<file path="src/logic/pair_timer_pkg.sv">
// Shared constants and types for the cascaded timer pulse block
package pair_timer_pkg;
	// ------------------------------------------------------------
	// Register word indices (byte address is four times the index)
	// ------------------------------------------------------------
	localparam logic [5:0] IDX_DUTY_LOW = 6'h28;
	localparam logic [5:0] IDX_DUTY_HIGH = 6'h29;
	localparam logic [5:0] IDX_PERIOD_LOW = 6'h2a;
	localparam logic [5:0] IDX_PERIOD_HIGH = 6'h2b;
	localparam logic [5:0] IDX_PAIR_MODE = 6'h2c;
	localparam logic [5:0] IDX_PAIR_CONTROL = 6'h2d;
	localparam logic [5:0] IDX_SYS_CONTROL = 6'h2e;
	localparam logic [5:0] IDX_STATUS = 6'h2f;

	// ------------------------------------------------------------
	// Field positions
	// ------------------------------------------------------------
	localparam int MODE_FIELD_LSB = 0;
	localparam int MODE_DIV_LSB = 2;
	localparam int MODE_EXT_BIT = 5;
	localparam int MODE_INIT_BIT = 6;
	localparam int MODE_DBUF_BIT = 7;
	localparam int CTRL_JOIN_BIT = 0;
	localparam int CTRL_LRUN_BIT = 1;
	localparam int CTRL_RUN_BIT = 2;
	localparam int SYS_DV_BIT = 0;
	localparam int SYS_SLOW_BIT = 1;

	// ------------------------------------------------------------
	// Encodings and values after reset
	// ------------------------------------------------------------
	localparam logic [1:0] PAIR_PWM12 = 2'h2;
	localparam logic [1:0] PAIR_PPG16 = 2'h3;
	localparam logic [7:0] TIMER_REG_RESET = 8'hff;
	localparam logic [7:0] MODE_RESET = 8'h00;
	localparam logic [3:0] FRAME_LAST = 4'hf;
	localparam logic [7:0] PWM_TOP = 8'hff;

	typedef enum logic [1:0] {
		ST_STOP = 2'b00,
		ST_RUN = 2'b01
	} run_state_t;

	typedef struct packed {
		logic [7:0] duty_lo;
		logic [7:0] duty_hi;
		logic [7:0] per_lo;
		logic [7:0] per_hi;
		logic [7:0] mode;
		logic [2:0] ctrl;
		logic [1:0] sys;
	} regs_t;

	typedef struct packed {
		logic [15:0] per;
		logic [15:0] duty;
	} compare_t;
endpackage : pair_timer_pkg

</file>
<file path="src/logic/pair_timer.sv">
// Cascaded 16-bit timer: 12-bit PWM duty handling and 16-bit pulse generator
//
// Register access over Avalon-MM and the address map were chosen for this implementation.
`timescale 1ns/100ps

// Contract
// - PWM buffered running: duty commit waits, loads at each 16th overflow.
// - PWM buffered: duty reads return the last written value.
// - PWM buffered stopped: commit loads buffer and active duty together.
// - Unbuffered running write acts at once; lower values wait for overflow.
// - Unbuffered write equal to counter matches immediately, off the tick grid.
// - Unbuffered update during stretch pulse may move edge off grid.
// - Divider codes give gear clock over 2^11,2^10,2^8,2^6,2^4,2^2,2,1.
// - Slow divider or slow mode picks low-frequency clock divisions.
// - Join bit couples channels; lower channel settings are ignored.
// - Pair mode field 11 selects the 16-bit pulse generator.
// - External select 1 counts the external pin instead of the divider.
// - Period and duty are 16-bit values from high and low registers.
// - Writing duty high commits period and duty together.
// - Stopped timer drives the initial level bit on the pulse pin.
// - Running counter steps on source ticks; duty match toggles, first irq.
// - Period match restores initial level, second irq, counter clears.
// - Clearing run stops and clears counter and restores initial level.
// - Shadow buffer enable bit at 1 turns buffering on.
// - Generator buffered running: values load at next period match.
// - Generator buffered stopped: commit loads buffer and active together.
// - Generator unbuffered: values act at once, below waits, equal matches.
// - Generator reads return last written values.
// - PWM: first irq every overflow, second irq every 16th overflow.
// - Stretch bits add one tick in frames 9; 5,13; 3,7,..; even frames.
module pair_timer
	import pair_timer_pkg::*;
(
	input wire logic CLK, // Gear clock, 25 MHz
	input wire logic RESET_N, // Synchronous reset
	input wire logic [7:0] AVS_ADDRESS, // Byte address
	input wire logic AVS_READ, // Read strobe
	input wire logic AVS_WRITE, // Write strobe
	input wire logic [31:0] AVS_WRITEDATA, // Write data
	output logic [31:0] AVS_READDATA, // Read data
	output logic AVS_WAITREQUEST, // Stall
	input wire logic LF_CLK_PIN, // Low-frequency clock, sampled
	input wire logic EXT_COUNT_PIN, // External count clock pin
	output logic PULSE_OUT, // Pulse output pin level
	output logic FIRST_IRQ, // First-channel interrupt pulse
	output logic SECOND_IRQ // Second-channel interrupt pulse
);
	// ------------------------------------------------------------
	// State
	// ------------------------------------------------------------
	typedef struct packed {
		regs_t r;
		compare_t buf_v;
		compare_t act;
		logic [15:0] cnt;
		logic out;
		logic hit;
		logic [3:0] frame;
		run_state_t st;
		logic [10:0] pre;
		logic [3:0] lf_pre;
		logic lf_s1, lf_s2, lf_s3;
		logic ex_s1, ex_s2, ex_s3;
		logic irq1, irq2;
		logic wait_n;
		logic wreq;
		logic [31:0] rdata;
	} state_t;

	state_t s_q, s_d;

	logic running, pwm_mode, ppg_mode, dbuf, init_lvl, ext_sel, commit;
	logic lf_edge, ext_edge, int_tick, tick, stretch, duty_match, per_match;
	logic [2:0] div_sel;
	logic [5:0] idx;
	logic [8:0] pwm_cmp;
	logic [3:0] frame_no;
	compare_t wr_v;

	// ------------------------------------------------------------
	// Decoded settings
	// ------------------------------------------------------------
	assign idx = AVS_ADDRESS[7:2];
	assign running = (s_q.st == ST_RUN);
	assign pwm_mode = (s_q.r.mode[MODE_FIELD_LSB +: 2] == PAIR_PWM12);
	assign ppg_mode = (s_q.r.mode[MODE_FIELD_LSB +: 2] == PAIR_PPG16);
	assign dbuf = s_q.r.mode[MODE_DBUF_BIT];
	assign init_lvl = s_q.r.mode[MODE_INIT_BIT];
	assign ext_sel = s_q.r.mode[MODE_EXT_BIT];
	assign div_sel = s_q.r.mode[MODE_DIV_LSB +: 3];
	assign commit = AVS_WRITE && !s_q.wait_n && (idx == IDX_DUTY_HIGH);
	assign wr_v.per = {s_q.r.per_hi, s_q.r.per_lo};
	assign wr_v.duty = {AVS_WRITEDATA[7:0], s_q.r.duty_lo};

	// ------------------------------------------------------------
	// Source clock selection
	// ------------------------------------------------------------
	// Synchronisers rely on the pin holding each level two cycles
	// sampled external clock
	assign ext_edge = s_q.ex_s3 && !s_q.ex_s2;
	assign lf_edge = s_q.lf_s2 && !s_q.lf_s3;

	always_comb begin
		int_tick = 1'b0;
		if (s_q.r.sys[SYS_SLOW_BIT]) begin
			case (div_sel)
				3'h0: int_tick = lf_edge && (s_q.lf_pre == 4'hf);
				3'h1: int_tick = lf_edge && (s_q.lf_pre[2:0] == 3'h7);
				3'h7: int_tick = lf_edge && (s_q.lf_pre[1:0] == 2'h3);
				default: int_tick = 1'b0;
			endcase
		end else begin
			case (div_sel)
				3'h0: int_tick = s_q.r.sys[SYS_DV_BIT] ? lf_edge && (s_q.lf_pre == 4'hf)
					: (s_q.pre == 11'h7ff);
				3'h1: int_tick = s_q.r.sys[SYS_DV_BIT] ? lf_edge && (s_q.lf_pre[2:0] == 3'h7)
					: (s_q.pre[9:0] == 10'h3ff);
				3'h2: int_tick = (s_q.pre[7:0] == 8'hff);
				3'h3: int_tick = (s_q.pre[5:0] == 6'h3f);
				3'h4: int_tick = (s_q.pre[3:0] == 4'hf);
				3'h5: int_tick = (s_q.pre[1:0] == 2'h3);
				3'h6: int_tick = s_q.pre[0];
				default: int_tick = 1'b1;
			endcase
		end
	end

	assign tick = ext_sel ? ext_edge : int_tick;

	// ------------------------------------------------------------
	// Compare logic
	// ------------------------------------------------------------
	assign frame_no = s_q.frame + 4'h1;
	always_comb begin
		stretch = 1'b0;
		if (s_q.act.duty[0] && frame_no == 4'h9) stretch = 1'b1;
		if (s_q.act.duty[1] && frame_no[2:0] == 3'h5) stretch = 1'b1;
		if (s_q.act.duty[2] && frame_no[1:0] == 2'h3) stretch = 1'b1;
		if (s_q.act.duty[3] && !frame_no[0]) stretch = 1'b1;
	end
	assign pwm_cmp = {1'b0, s_q.act.duty[11:4]} + {8'h00, stretch};

	// Compared every clock, so a fresh value equal to the counter hits at once
	// immediate equal match
	assign duty_match = running && !s_q.hit && (pwm_mode ? ({1'b0, s_q.cnt[7:0]} == pwm_cmp)
		: (ppg_mode && s_q.cnt == s_q.act.duty));
	assign per_match = running && tick && (pwm_mode ? (s_q.cnt[7:0] == PWM_TOP)
		: (ppg_mode && s_q.cnt == s_q.act.per));

	// ------------------------------------------------------------
	// Next state
	// ------------------------------------------------------------
	always_comb begin
		s_d = s_q;
		s_d.irq1 = 1'b0;
		s_d.irq2 = 1'b0;
		s_d.pre = s_q.pre + 11'h001;
		s_d.lf_s1 = LF_CLK_PIN;
		s_d.lf_s2 = s_q.lf_s1;
		s_d.lf_s3 = s_q.lf_s2;
		s_d.ex_s1 = EXT_COUNT_PIN;
		s_d.ex_s2 = s_q.ex_s1;
		s_d.ex_s3 = s_q.ex_s2;
		if (lf_edge) s_d.lf_pre = s_q.lf_pre + 4'h1;

		// Bus slave: one wait cycle, then answer
		s_d.wait_n = (AVS_READ || AVS_WRITE) && !s_q.wait_n;
		s_d.wreq = !s_d.wait_n;
		if ((AVS_READ || AVS_WRITE) && !s_q.wait_n) begin
			case (idx)
				IDX_DUTY_LOW: s_d.rdata = {24'h000000, s_q.r.duty_lo};
				IDX_DUTY_HIGH: s_d.rdata = {24'h000000, s_q.r.duty_hi};
				IDX_PERIOD_LOW: s_d.rdata = {24'h000000, s_q.r.per_lo};
				IDX_PERIOD_HIGH: s_d.rdata = {24'h000000, s_q.r.per_hi};
				IDX_PAIR_MODE: s_d.rdata = {24'h000000, s_q.r.mode};
				IDX_PAIR_CONTROL: s_d.rdata = {29'h00000000, s_q.r.ctrl};
				IDX_SYS_CONTROL: s_d.rdata = {30'h00000000, s_q.r.sys};
				IDX_STATUS: s_d.rdata = {10'h000, s_q.frame, running, s_q.out, s_q.cnt};
				default: s_d.rdata = 32'h00000000;
			endcase
		end
		if (AVS_WRITE && !s_q.wait_n) begin
			case (idx)
				IDX_DUTY_LOW: s_d.r.duty_lo = AVS_WRITEDATA[7:0];
				IDX_DUTY_HIGH: s_d.r.duty_hi = AVS_WRITEDATA[7:0];
				IDX_PERIOD_LOW: s_d.r.per_lo = AVS_WRITEDATA[7:0];
				IDX_PERIOD_HIGH: s_d.r.per_hi = AVS_WRITEDATA[7:0];
				// Mode is frozen while counting so settings cannot tear a frame
				IDX_PAIR_MODE: if (!running) s_d.r.mode = AVS_WRITEDATA[7:0];
				IDX_PAIR_CONTROL: s_d.r.ctrl = AVS_WRITEDATA[2:0];
				IDX_SYS_CONTROL: s_d.r.sys = AVS_WRITEDATA[1:0];
				default: ;
			endcase
		end

		if (commit) begin
			s_d.buf_v = wr_v;
			if (!dbuf || !running) begin
				if (pwm_mode) s_d.act.duty = wr_v.duty;
				else s_d.act = wr_v;
			end
		end

		case (s_q.st)
			ST_STOP: begin
				s_d.out = init_lvl;
				s_d.cnt = 16'h0000;
				s_d.hit = 1'b0;
				s_d.frame = 4'h0;
				if (s_q.r.ctrl[CTRL_RUN_BIT] && s_q.r.ctrl[CTRL_JOIN_BIT]) s_d.st = ST_RUN;
			end
			ST_RUN: begin
				if (duty_match) begin
					s_d.out = !init_lvl;
					s_d.hit = 1'b1;
					if (ppg_mode) s_d.irq1 = 1'b1;
				end
				if (tick) s_d.cnt = s_q.cnt + 16'h0001;
				if (per_match) begin
					s_d.out = init_lvl;
					s_d.hit = 1'b0;
					s_d.cnt = 16'h0000;
					if (ppg_mode) begin
						s_d.irq2 = 1'b1;
						if (dbuf) s_d.act = commit ? wr_v : s_q.buf_v;
					end else begin
						s_d.irq1 = 1'b1;
						s_d.frame = s_q.frame + 4'h1;
						if (s_q.frame == FRAME_LAST) begin
							s_d.irq2 = 1'b1;
							if (dbuf) s_d.act.duty = commit ? wr_v.duty : s_q.buf_v.duty;
						end
					end
				end
				if (!s_q.r.ctrl[CTRL_RUN_BIT] || !s_q.r.ctrl[CTRL_JOIN_BIT]) begin
					s_d.st = ST_STOP;
					s_d.cnt = 16'h0000;
					s_d.out = init_lvl;
					s_d.hit = 1'b0;
					s_d.frame = 4'h0;
				end
			end
			default: s_d.st = ST_STOP;
		endcase
	end

	always_ff @(posedge CLK) begin
		if (!RESET_N) begin
			s_q <= '0;
			s_q.r.duty_lo <= TIMER_REG_RESET;
			s_q.r.duty_hi <= TIMER_REG_RESET;
			s_q.r.per_lo <= TIMER_REG_RESET;
			s_q.r.per_hi <= TIMER_REG_RESET;
			s_q.r.mode <= MODE_RESET;
			s_q.buf_v <= '1;
			s_q.act <= '1;
			s_q.st <= ST_STOP;
			s_q.wreq <= 1'b1;
		end else begin
			s_q <= s_d;
		end
	end

	assign AVS_READDATA = s_q.rdata;
	assign AVS_WAITREQUEST = s_q.wreq;
	assign PULSE_OUT = s_q.out;
	assign FIRST_IRQ = s_q.irq1;
	assign SECOND_IRQ = s_q.irq2;

	// ------------------------------------------------------------
	// Checks
	// ------------------------------------------------------------
	property p_stop_clear;
		@(posedge CLK) disable iff (!RESET_N)
		(running && !s_q.r.ctrl[CTRL_RUN_BIT]) |=> (s_q.cnt == 16'h0000) && !running
			&& (PULSE_OUT == $past(init_lvl));
	endproperty
	a_stop_clear: assert property (p_stop_clear) else $error("stop did not clear");

	property p_idle_level;
		@(posedge CLK) disable iff (!RESET_N)
		(!running && !$past(running) && $stable(init_lvl)) |-> (PULSE_OUT == init_lvl);
	endproperty
	a_idle_level: assert property (p_idle_level) else $error("idle level wrong");

	property p_ppg_buffered;
		@(posedge CLK) disable iff (!RESET_N)
		(commit && ppg_mode && dbuf && running && !per_match) |=> $stable(s_q.act);
	endproperty
	a_ppg_buffered: assert property (p_ppg_buffered) else $error("buffer leaked");

	property p_ppg_stopped_load;
		@(posedge CLK) disable iff (!RESET_N)
		(commit && ppg_mode && !running) |=> (s_q.act == s_q.buf_v) && (s_q.act == $past(wr_v));
	endproperty
	a_ppg_stopped_load: assert property (p_ppg_stopped_load) else $error("no load");

	property p_period_match;
		@(posedge CLK) disable iff (!RESET_N)
		(per_match && ppg_mode && s_q.r.ctrl[CTRL_RUN_BIT] && s_q.r.ctrl[CTRL_JOIN_BIT])
			|=> SECOND_IRQ && (s_q.cnt == 16'h0000) && (PULSE_OUT == $past(init_lvl));
	endproperty
	a_period_match: assert property (p_period_match) else $error("period match");

	property p_duty_toggle;
		@(posedge CLK) disable iff (!RESET_N)
		(duty_match && ppg_mode && !per_match && s_q.r.ctrl[CTRL_RUN_BIT]
			&& s_q.r.ctrl[CTRL_JOIN_BIT]) |=> FIRST_IRQ && (PULSE_OUT != init_lvl);
	endproperty
	a_duty_toggle: assert property (p_duty_toggle) else $error("duty toggle");

	property p_pwm_frames;
		@(posedge CLK) disable iff (!RESET_N)
		(per_match && pwm_mode && s_q.r.ctrl[CTRL_RUN_BIT] && s_q.r.ctrl[CTRL_JOIN_BIT])
			|=> FIRST_IRQ && (SECOND_IRQ == ($past(s_q.frame) == FRAME_LAST));
	endproperty
	a_pwm_frames: assert property (p_pwm_frames) else $error("overflow irq");

	property p_pwm_buffered;
		@(posedge CLK) disable iff (!RESET_N)
		(commit && pwm_mode && dbuf && running && !(per_match && s_q.frame == FRAME_LAST))
			|=> $stable(s_q.act.duty) ##1 (s_q.buf_v.duty == $past(s_q.buf_v.duty));
	endproperty
	a_pwm_buffered: assert property (p_pwm_buffered) else $error("duty leaked");

	property p_bus_answer;
		@(posedge CLK) disable iff (!RESET_N)
		(AVS_READ && AVS_WAITREQUEST) |=> !AVS_WAITREQUEST ##1 AVS_WAITREQUEST;
	endproperty
	a_bus_answer: assert property (p_bus_answer) else $error("bus answer late");
endmodule : pair_timer

</file>
<file path="config.mk">
export PLATFORM = sky130hd
export DESIGN_NAME = pair_timer
export DESIGN_NICKNAME = d
export VERILOG_FILES = /design/src/logic/pair_timer_pkg.sv /design/src/logic/pair_timer.sv
export SDC_FILE = /design/constraint.sdc
export NUM_CORES = 1
export LEC_CHECK = 0
export BUFFER_PORTS_ARGS = -buffer_cell sky130_fd_sc_hd__buf_2
export CAP_MARGIN = 20
export CORE_ASPECT_RATIO = 1.25
export CORE_MARGIN = 5
export CORE_UTILIZATION = 50
export CTS_CLUSTER_DIAMETER = 40
export DETAILED_ROUTE_END_ITERATION = 6
export GPL_ROUTABILITY_DRIVEN = 0
export PLACE_DENSITY = 0.74
export SLEW_MARGIN = 20
export SYNTH_ARGS = -nofsm -noshare
export SYNTH_HDL_FRONTEND = slang
export SYNTH_SLANG_ARGS = --single-unit
</file>
<file path="constraint.sdc">
create_clock -name CLK -period 3.3 [get_ports CLK]
set_clock_uncertainty 0.2 [all_clocks]
set_input_delay 0.165 -clock CLK [delete_from_list [all_inputs] [get_ports CLK]]
set_output_delay 0.165 -clock CLK [all_outputs]
set_load 0.02 [all_outputs]
</file>
== After elaboration in Yosys (flattened, before gate mapping) ==
Cells that the tools add are included.

* Register bits after elaboration: 190
* Input port bits: 46
* Output and inout port bits: 36

* Multiplexer cells: 38
* Add/subtract/negate cells: 5
* Bitwise gates (word level): 1
* Reduce and logical (&&, ||, !) cells: 49
* Equal/unequal tests: 41

{| class="wikitable"
|+ Operators with widths
! operator !! number
|-
| 22-bit case mux with 8 select lines || 1
|-
| 32-bit two-way mux || 5
|-
| 16-bit two-way mux || 7
|-
| 6-bit equality test, second input constant || 9
|-
| 54-bit two-way mux || 1
|-
| 22-bit case mux with 2 select lines || 1
|-
| 16-bit equality test || 2
|-
| 24-bit two-way mux || 1
|-
| 2-bit AND reduction || 10
|-
| 1-bit logical AND || 19
|-
| 3-bit equality test, second input constant || 6
|-
| 16-bit by 1-bit adder with 16-bit output, second input constant || 1
|-
| 4-bit equality test, second input constant || 4
|-
| 8-bit equality test, second input constant || 2
|-
| 1-bit two-way mux || 15
|-
| 11-bit by 1-bit adder with 11-bit output, second input constant || 1
|-
| 11-bit equality test, second input constant || 1
|-
| 1-bit zero test || 11
|-
| 10-bit equality test, second input constant || 1
|-
| 2-bit equality test, second input constant || 5
|-
| 8-bit by 1-bit adder with 9-bit output || 1
|-
| 8-bit by 9-bit equality test with 1-bit output || 1
|-
| 3-bit AND reduction || 3
|-
| 4-bit by 1-bit adder with 4-bit output, second input constant || 2
|-
| other kinds (18) || 24
|}

== Longest topological paths before layout ==
* Depth after elaboration: 15
* Mapped depth: 15
* Gate-level depth less buffers: 15

== Worst setup path before layout ==
OpenSTA, ideal clock, no wires.

* Path kind: register to register
* Start: reg s_q[60] (netlist name)
* End: reg s_q (netlist bit PULSE_OUT)
* Data required time: 3.026 ns
* Slack: 0.316 ns
* Arrival time: 2.709 ns
* Setup time: 0.074 ns
* Clock period less this slack: 2.984 ns
* Cell stages (with the launch flop): 15
* Cells stage by stage: dfxtp_1 -> ha_1 -> xor2_1 -> o21ai_0 -> a222oi_1 -> inv_1 -> ha_1 -> ha_1 -> xnor2_1 -> nand3_1 -> a21boi_0 -> a21oi_1 -> a31o_2 -> a2111o_1 -> a31oi_1

* Longest elaborated chain between the ends: 13
* Elaborated cells between the ends (all ways): 17
* Classes of those cells: add/sub (2); eq/ne (5); mux (5); reduce/logical (5)

{| class="wikitable"
|+ Ends and longest elaborated chain
! what !! RTL line !! text
|-
| from (decl) || pair_timer.sv:70 || <nowiki>state_t s_q, s_d;</nowiki>
|-
| 4-bit by 1-bit adder with 4-bit output * || pair_timer.sv:133 || <nowiki>assign frame_no = s_q.frame + 4'h1;</nowiki>
|-
| 4-bit equality test || pair_timer.sv:136 || <nowiki>if (s_q.act.duty[0] && frame_no == 4'h9) stretch = 1'b1;</nowiki>
|-
| 1-bit logical AND || pair_timer.sv:136 ||
|-
| 1-bit two-way mux || pair_timer.sv:136 ||
|-
| 1-bit two-way mux || pair_timer.sv:137 || <nowiki>if (s_q.act.duty[1] && frame_no[2:0] == 3'h5) stretch = 1'b1;</nowiki>
|-
| 1-bit two-way mux * || pair_timer.sv:138 || <nowiki>if (s_q.act.duty[2] && frame_no[1:0] == 2'h3) stretch = 1'b1;</nowiki>
|-
| 1-bit two-way mux * || pair_timer.sv:139 || <nowiki>if (s_q.act.duty[3] && !frame_no[0]) stretch = 1'b1;</nowiki>
|-
| 8-bit by 1-bit adder with 9-bit output * || pair_timer.sv:141 || <nowiki>assign pwm_cmp = {1'b0, s_q.act.duty[11:4]} + {8'h00, stretch};</nowiki>
|-
| 8-bit by 9-bit equality test with 1-bit output * || pair_timer.sv:145 || <nowiki>assign duty_match = running && !s_q.hit && (pwm_mode ? ({1'b0, s_q.cnt[7:0]} == pwm_cmp)</nowiki>
|-
| 1-bit two-way mux * || pair_timer.sv:145 ||
|-
| 1-bit logical AND * || pair_timer.sv:145 ||
|-
| 4-bit by 1-bit inequality test with 1-bit output (no line) * || - ||
|-
| 2-bit AND reduction (no line) * || - ||
|}

Every way passes the cells marked *; elsewhere a longest branch is shown, timed or not.
A chain may end at the register's enable or synchronous reset.

== Final worst setup path ==
* Start: reg s_q[59] (netlist name)
* End: reg s_q (netlist bit PULSE_OUT)

* Longest elaborated chain between the ends: 13
* Elaborated cells between the ends (all ways): 19
* Classes of those cells: add/sub (2); eq/ne (5); mux (5); reduce/logical (7)

{| class="wikitable"
|+ Ends and longest elaborated chain
! what !! RTL line
|-
| 4-bit by 1-bit adder with 4-bit output * || pair_timer.sv:133
|-
| 4-bit equality test || pair_timer.sv:136
|-
| 1-bit logical AND || pair_timer.sv:136
|-
| 1-bit two-way mux || pair_timer.sv:136
|-
| 1-bit two-way mux || pair_timer.sv:137
|-
| 1-bit two-way mux || pair_timer.sv:138
|-
| 1-bit two-way mux * || pair_timer.sv:139
|-
| 8-bit by 1-bit adder with 9-bit output * || pair_timer.sv:141
|-
| 8-bit by 9-bit equality test with 1-bit output * || pair_timer.sv:145
|-
| 1-bit two-way mux * || pair_timer.sv:145
|-
| 1-bit logical AND * || pair_timer.sv:145
|-
| 4-bit by 1-bit inequality test with 1-bit output (no line) * || -
|-
| 2-bit AND reduction (no line) * || -
|}

Marks and branches as above.

==> results.toml <==
[final_layout]
nets = 1058
antenna_cells = 0
syn_to_final_growth_pct = 12.4
drive_gt1_share_pct = 15.0
fill_cells = 1461

[yosys]
synth_edf_count = 0
yosysTopAreaCell = "dfxtp_1"
synth_area_per_cell_um2 = 8.47
yosysWarnings = 0
synth_flop_cell = "dfxtp_1"
synthesis.area_mm2 = 0.00831
synth_top_area_share_pct = 41.2
synthCells = 982
ys_seq_elements = 171
ys_types = 72
ys_top_cells_by_area = "dfxtp_1, nand2_1, nand3_1"
synth-async-reset-ratio_pct = 0
synth-seq-area-share_pct = 41.2

[drt]
antenna_left = 0
vias_per_cell = 5.66
vias = 6972
drt_iter0_markers = 669
routedWlPerCell_um = 17.2
dr.pass1.iters = 5
drc = 0
routed_wl_um = 21100

[die]
coreArea_mm2 = 0.0163
fp-row-count = 52
die_h_um = 154
dieArea_mm2 = 0.0193
start_util_pct = 51.1
die_w_um = 125
pin_count = 82

[cts]
worstSkewPairLatency_ns = 0.43
cts_tree = "yes"
cts_root_buffer = "clkbuf_16"
max-clock-path-buffers = 2
htree_num_levels = 4
clock_sinks = 171
cts_made_buffers = 17
clk_pin_slew_ns = 0.07

[placed_design]
post-dp-hpwl_um = 14800
port_buffers = 45
post-place-ws_ns = 0.0305

[power_and_ir_drop]
p_total_mw = 4.26
power_density_mw_per_mm2 = 456
p_leak_nw = 3.83
ir_drop_v = 0.000372

[grt]
grt-busiest-layer = "met2"
use_met3_pct = 3.93
grt_use_met1_pct = 27.7
antenna_found_initial = 0
grt_pass1_wl_um = 34700
first_global_vias = 6674
grt_max_degree = 101
track_usage_pct = 22.1
grtUsageMet2_pct = 37.1
overflow = 0

[timing]
max_freq_mhz = 321
finalWorstPathRequiredPeriod_ns = 3.11
setup_slack_ns = 0.188
hold_ws_ns = 0.0169
finalHoldViolCount = 0
tightest_slew_ns = 0.702
min_period_over_period_pct = 94.3
final-setup-viol-count = 0
rsz0062_at_grt = "no"
final-max-slew-violation-count = 0
setup_tns_ns = 0
slew_headroom_pct = 53.1

[worst_setup_path]
cp.required_ns = 3.46
path_max_fanout = 5
end_kind = "flop"
critPathLaunchType = "flop"
crit_chain = "ha_4 -> xor2_1 -> o21ai_0 -> a222oi_1 -> inv_1 -> ha_1 -> ha_2 -> xnor2_2 -> nor2_1 -> a21boi_2 -> a21oi_1 -> a31o_2 -> a2111o_1 -> a31oi_1"
worstPathArrival_ns = 3.27
max_stage_delay_ns = 0.41
cp_slowest_cell = "a2111o_1"
criticalPathCategory = "reg -> reg"

[outcome]
status = "finished clean"

[worst_hold_path]
holdCritPathClass = "in -> reg"

[run]
maxCapViolCount = 0
[through the flow]
step / instances / instance area (um2) / util, %
global route: 1232 / 9350 / 57.5
detailed placement: 1182 / 8540 / 52.5
global placement: 1182 / 8540 / 52.5
finish: 1232 / 9350 / 57.5
CTS: 1231 / 9300 / 57.2
floorplan: 991 / 8350 / -
[Yosys cell counts (all sizes together), types with 4 or more instances]
library cell	number
inv	11
a31oi	4
nor3	16
mux4	4
and2	17
xor2	48
nor2	66
o21ai	33
a221oi	4
o2111ai	5
mux2i	28
nor3b	5
a21oi	18
xnor2	20
a22o	17
nand3	102
dfxtp	171
buf	65
ha	9
nand4	10
and3	6
nor4	7
nand2b	6
clkbuf	37
nand2	193
or3	4
mux2	33
[kinds of logic (layout without fill, tap and decap cells)]
group | count (synthesis) | after routing | share of synthesized area (%)
AND/OR/NAND/NOR | 448 | 448 | 25.0
flip-flops | 171 | 171 | 41.2
buffers and inverters | 113 | 138 | 7.51
AO/OA/AOI/OAI | 107 | 107 | 8.79
XOR/XNOR | 68 | 68 | 7.16
multiplexers | 65 | 65 | 8.92
adder cells (fa/ha/maj) | 9 | 9 | 1.35
other | 1 | 10 | 0.0451
[power breakdown]
group	internal, mW	switching (mW)
clock network	1.17	0.824
registers	2.08	0.0118
logic	0.0611	0.111
total	3.31	0.947
[per-layer routing]
metal / vias to the layer above / routed length [um] / share of wire, %
li1: 3369 / - / -
met1: 3344 / 9060 / 43
met2: 208 / 10300 / 49
met3: 51 / 1030 / 4.9
met4: 0 / 738 / 3.5
met5: - / 0 / 0
[cell usage in the layout, fill, tap and decap left out, drive strengths merged, types with 5 or more instances in the layout]
cell type,netlist,routed
nand2b,6,6
nand2,193,193
mux2i,28,28
o2111ai,5,5
clkinv,0,6
xnor2,20,20
dlygate4sd3,0,17
nand3,102,102
buf,65,78
dfxtp,171,171
and2,17,17
a22o,17,17
conb,1,10
a21oi,18,18
clkbuf,37,22
and3,6,6
nor4,7,7
nor3b,5,5
mux2,33,33
ha,9,9
xor2,48,48
o21ai,33,33
inv,11,11
nand4,10,10
nor3,16,16
nor2,66,66
[final timing paths]
kind,start,end,slack [ns],cells past startpoint
hold / removal,RESET_N,s_q[164],0.02,3
setup / recovery,s_q[59],PULSE_OUT,0.19,14
setup reg to reg,s_q[59],PULSE_OUT,0.19,14
hold reg to reg,s_d[37],s_d[36],0.23,1
[sequential cells by signal, summed over array words and instances, names as in the netlist]
signal	count
AVS_READDATA	22
AVS_WAITREQUEST	1
FIRST_IRQ	1
PULSE_OUT	1
SECOND_IRQ	1
dbuf	1
div_sel	3
ext_sel	1
init_lvl	1
s_d	4
s_q	135
[timing repair]
action,CTS,global route
setup endpoints to repair,0,1
endpoints found under the hold margin,49,0
gates resized for setup,0,11
buffers inserted,0,1
hold buffers,17,0
[critical path, delay by kind of cell (launching register included)]
kind	cells	cell delay, ns
AO/OA/AOI/OAI	7	1.40
XOR/XNOR	2	0.35
adder cells (fa/ha/maj)	3	0.56
buffers and inverters	1	0.07
flip-flops	1	0.39
AND/OR/NAND/NOR	1	0.08
[layout make-up]
cell class                 instances  area [um2]  share of cell area (%)
sequential                       171        3430                    36.7
timing repair buffer              95         681                    7.28
clock buffer                      22         474                    5.07
multi-input combinational        707        4340                    46.4
clock inverter                    10         116                    1.24
inverter                          11        41.3                   0.442
tap                              216         270                    2.89
No activity file was read; power rests on OpenSTA's default activity.
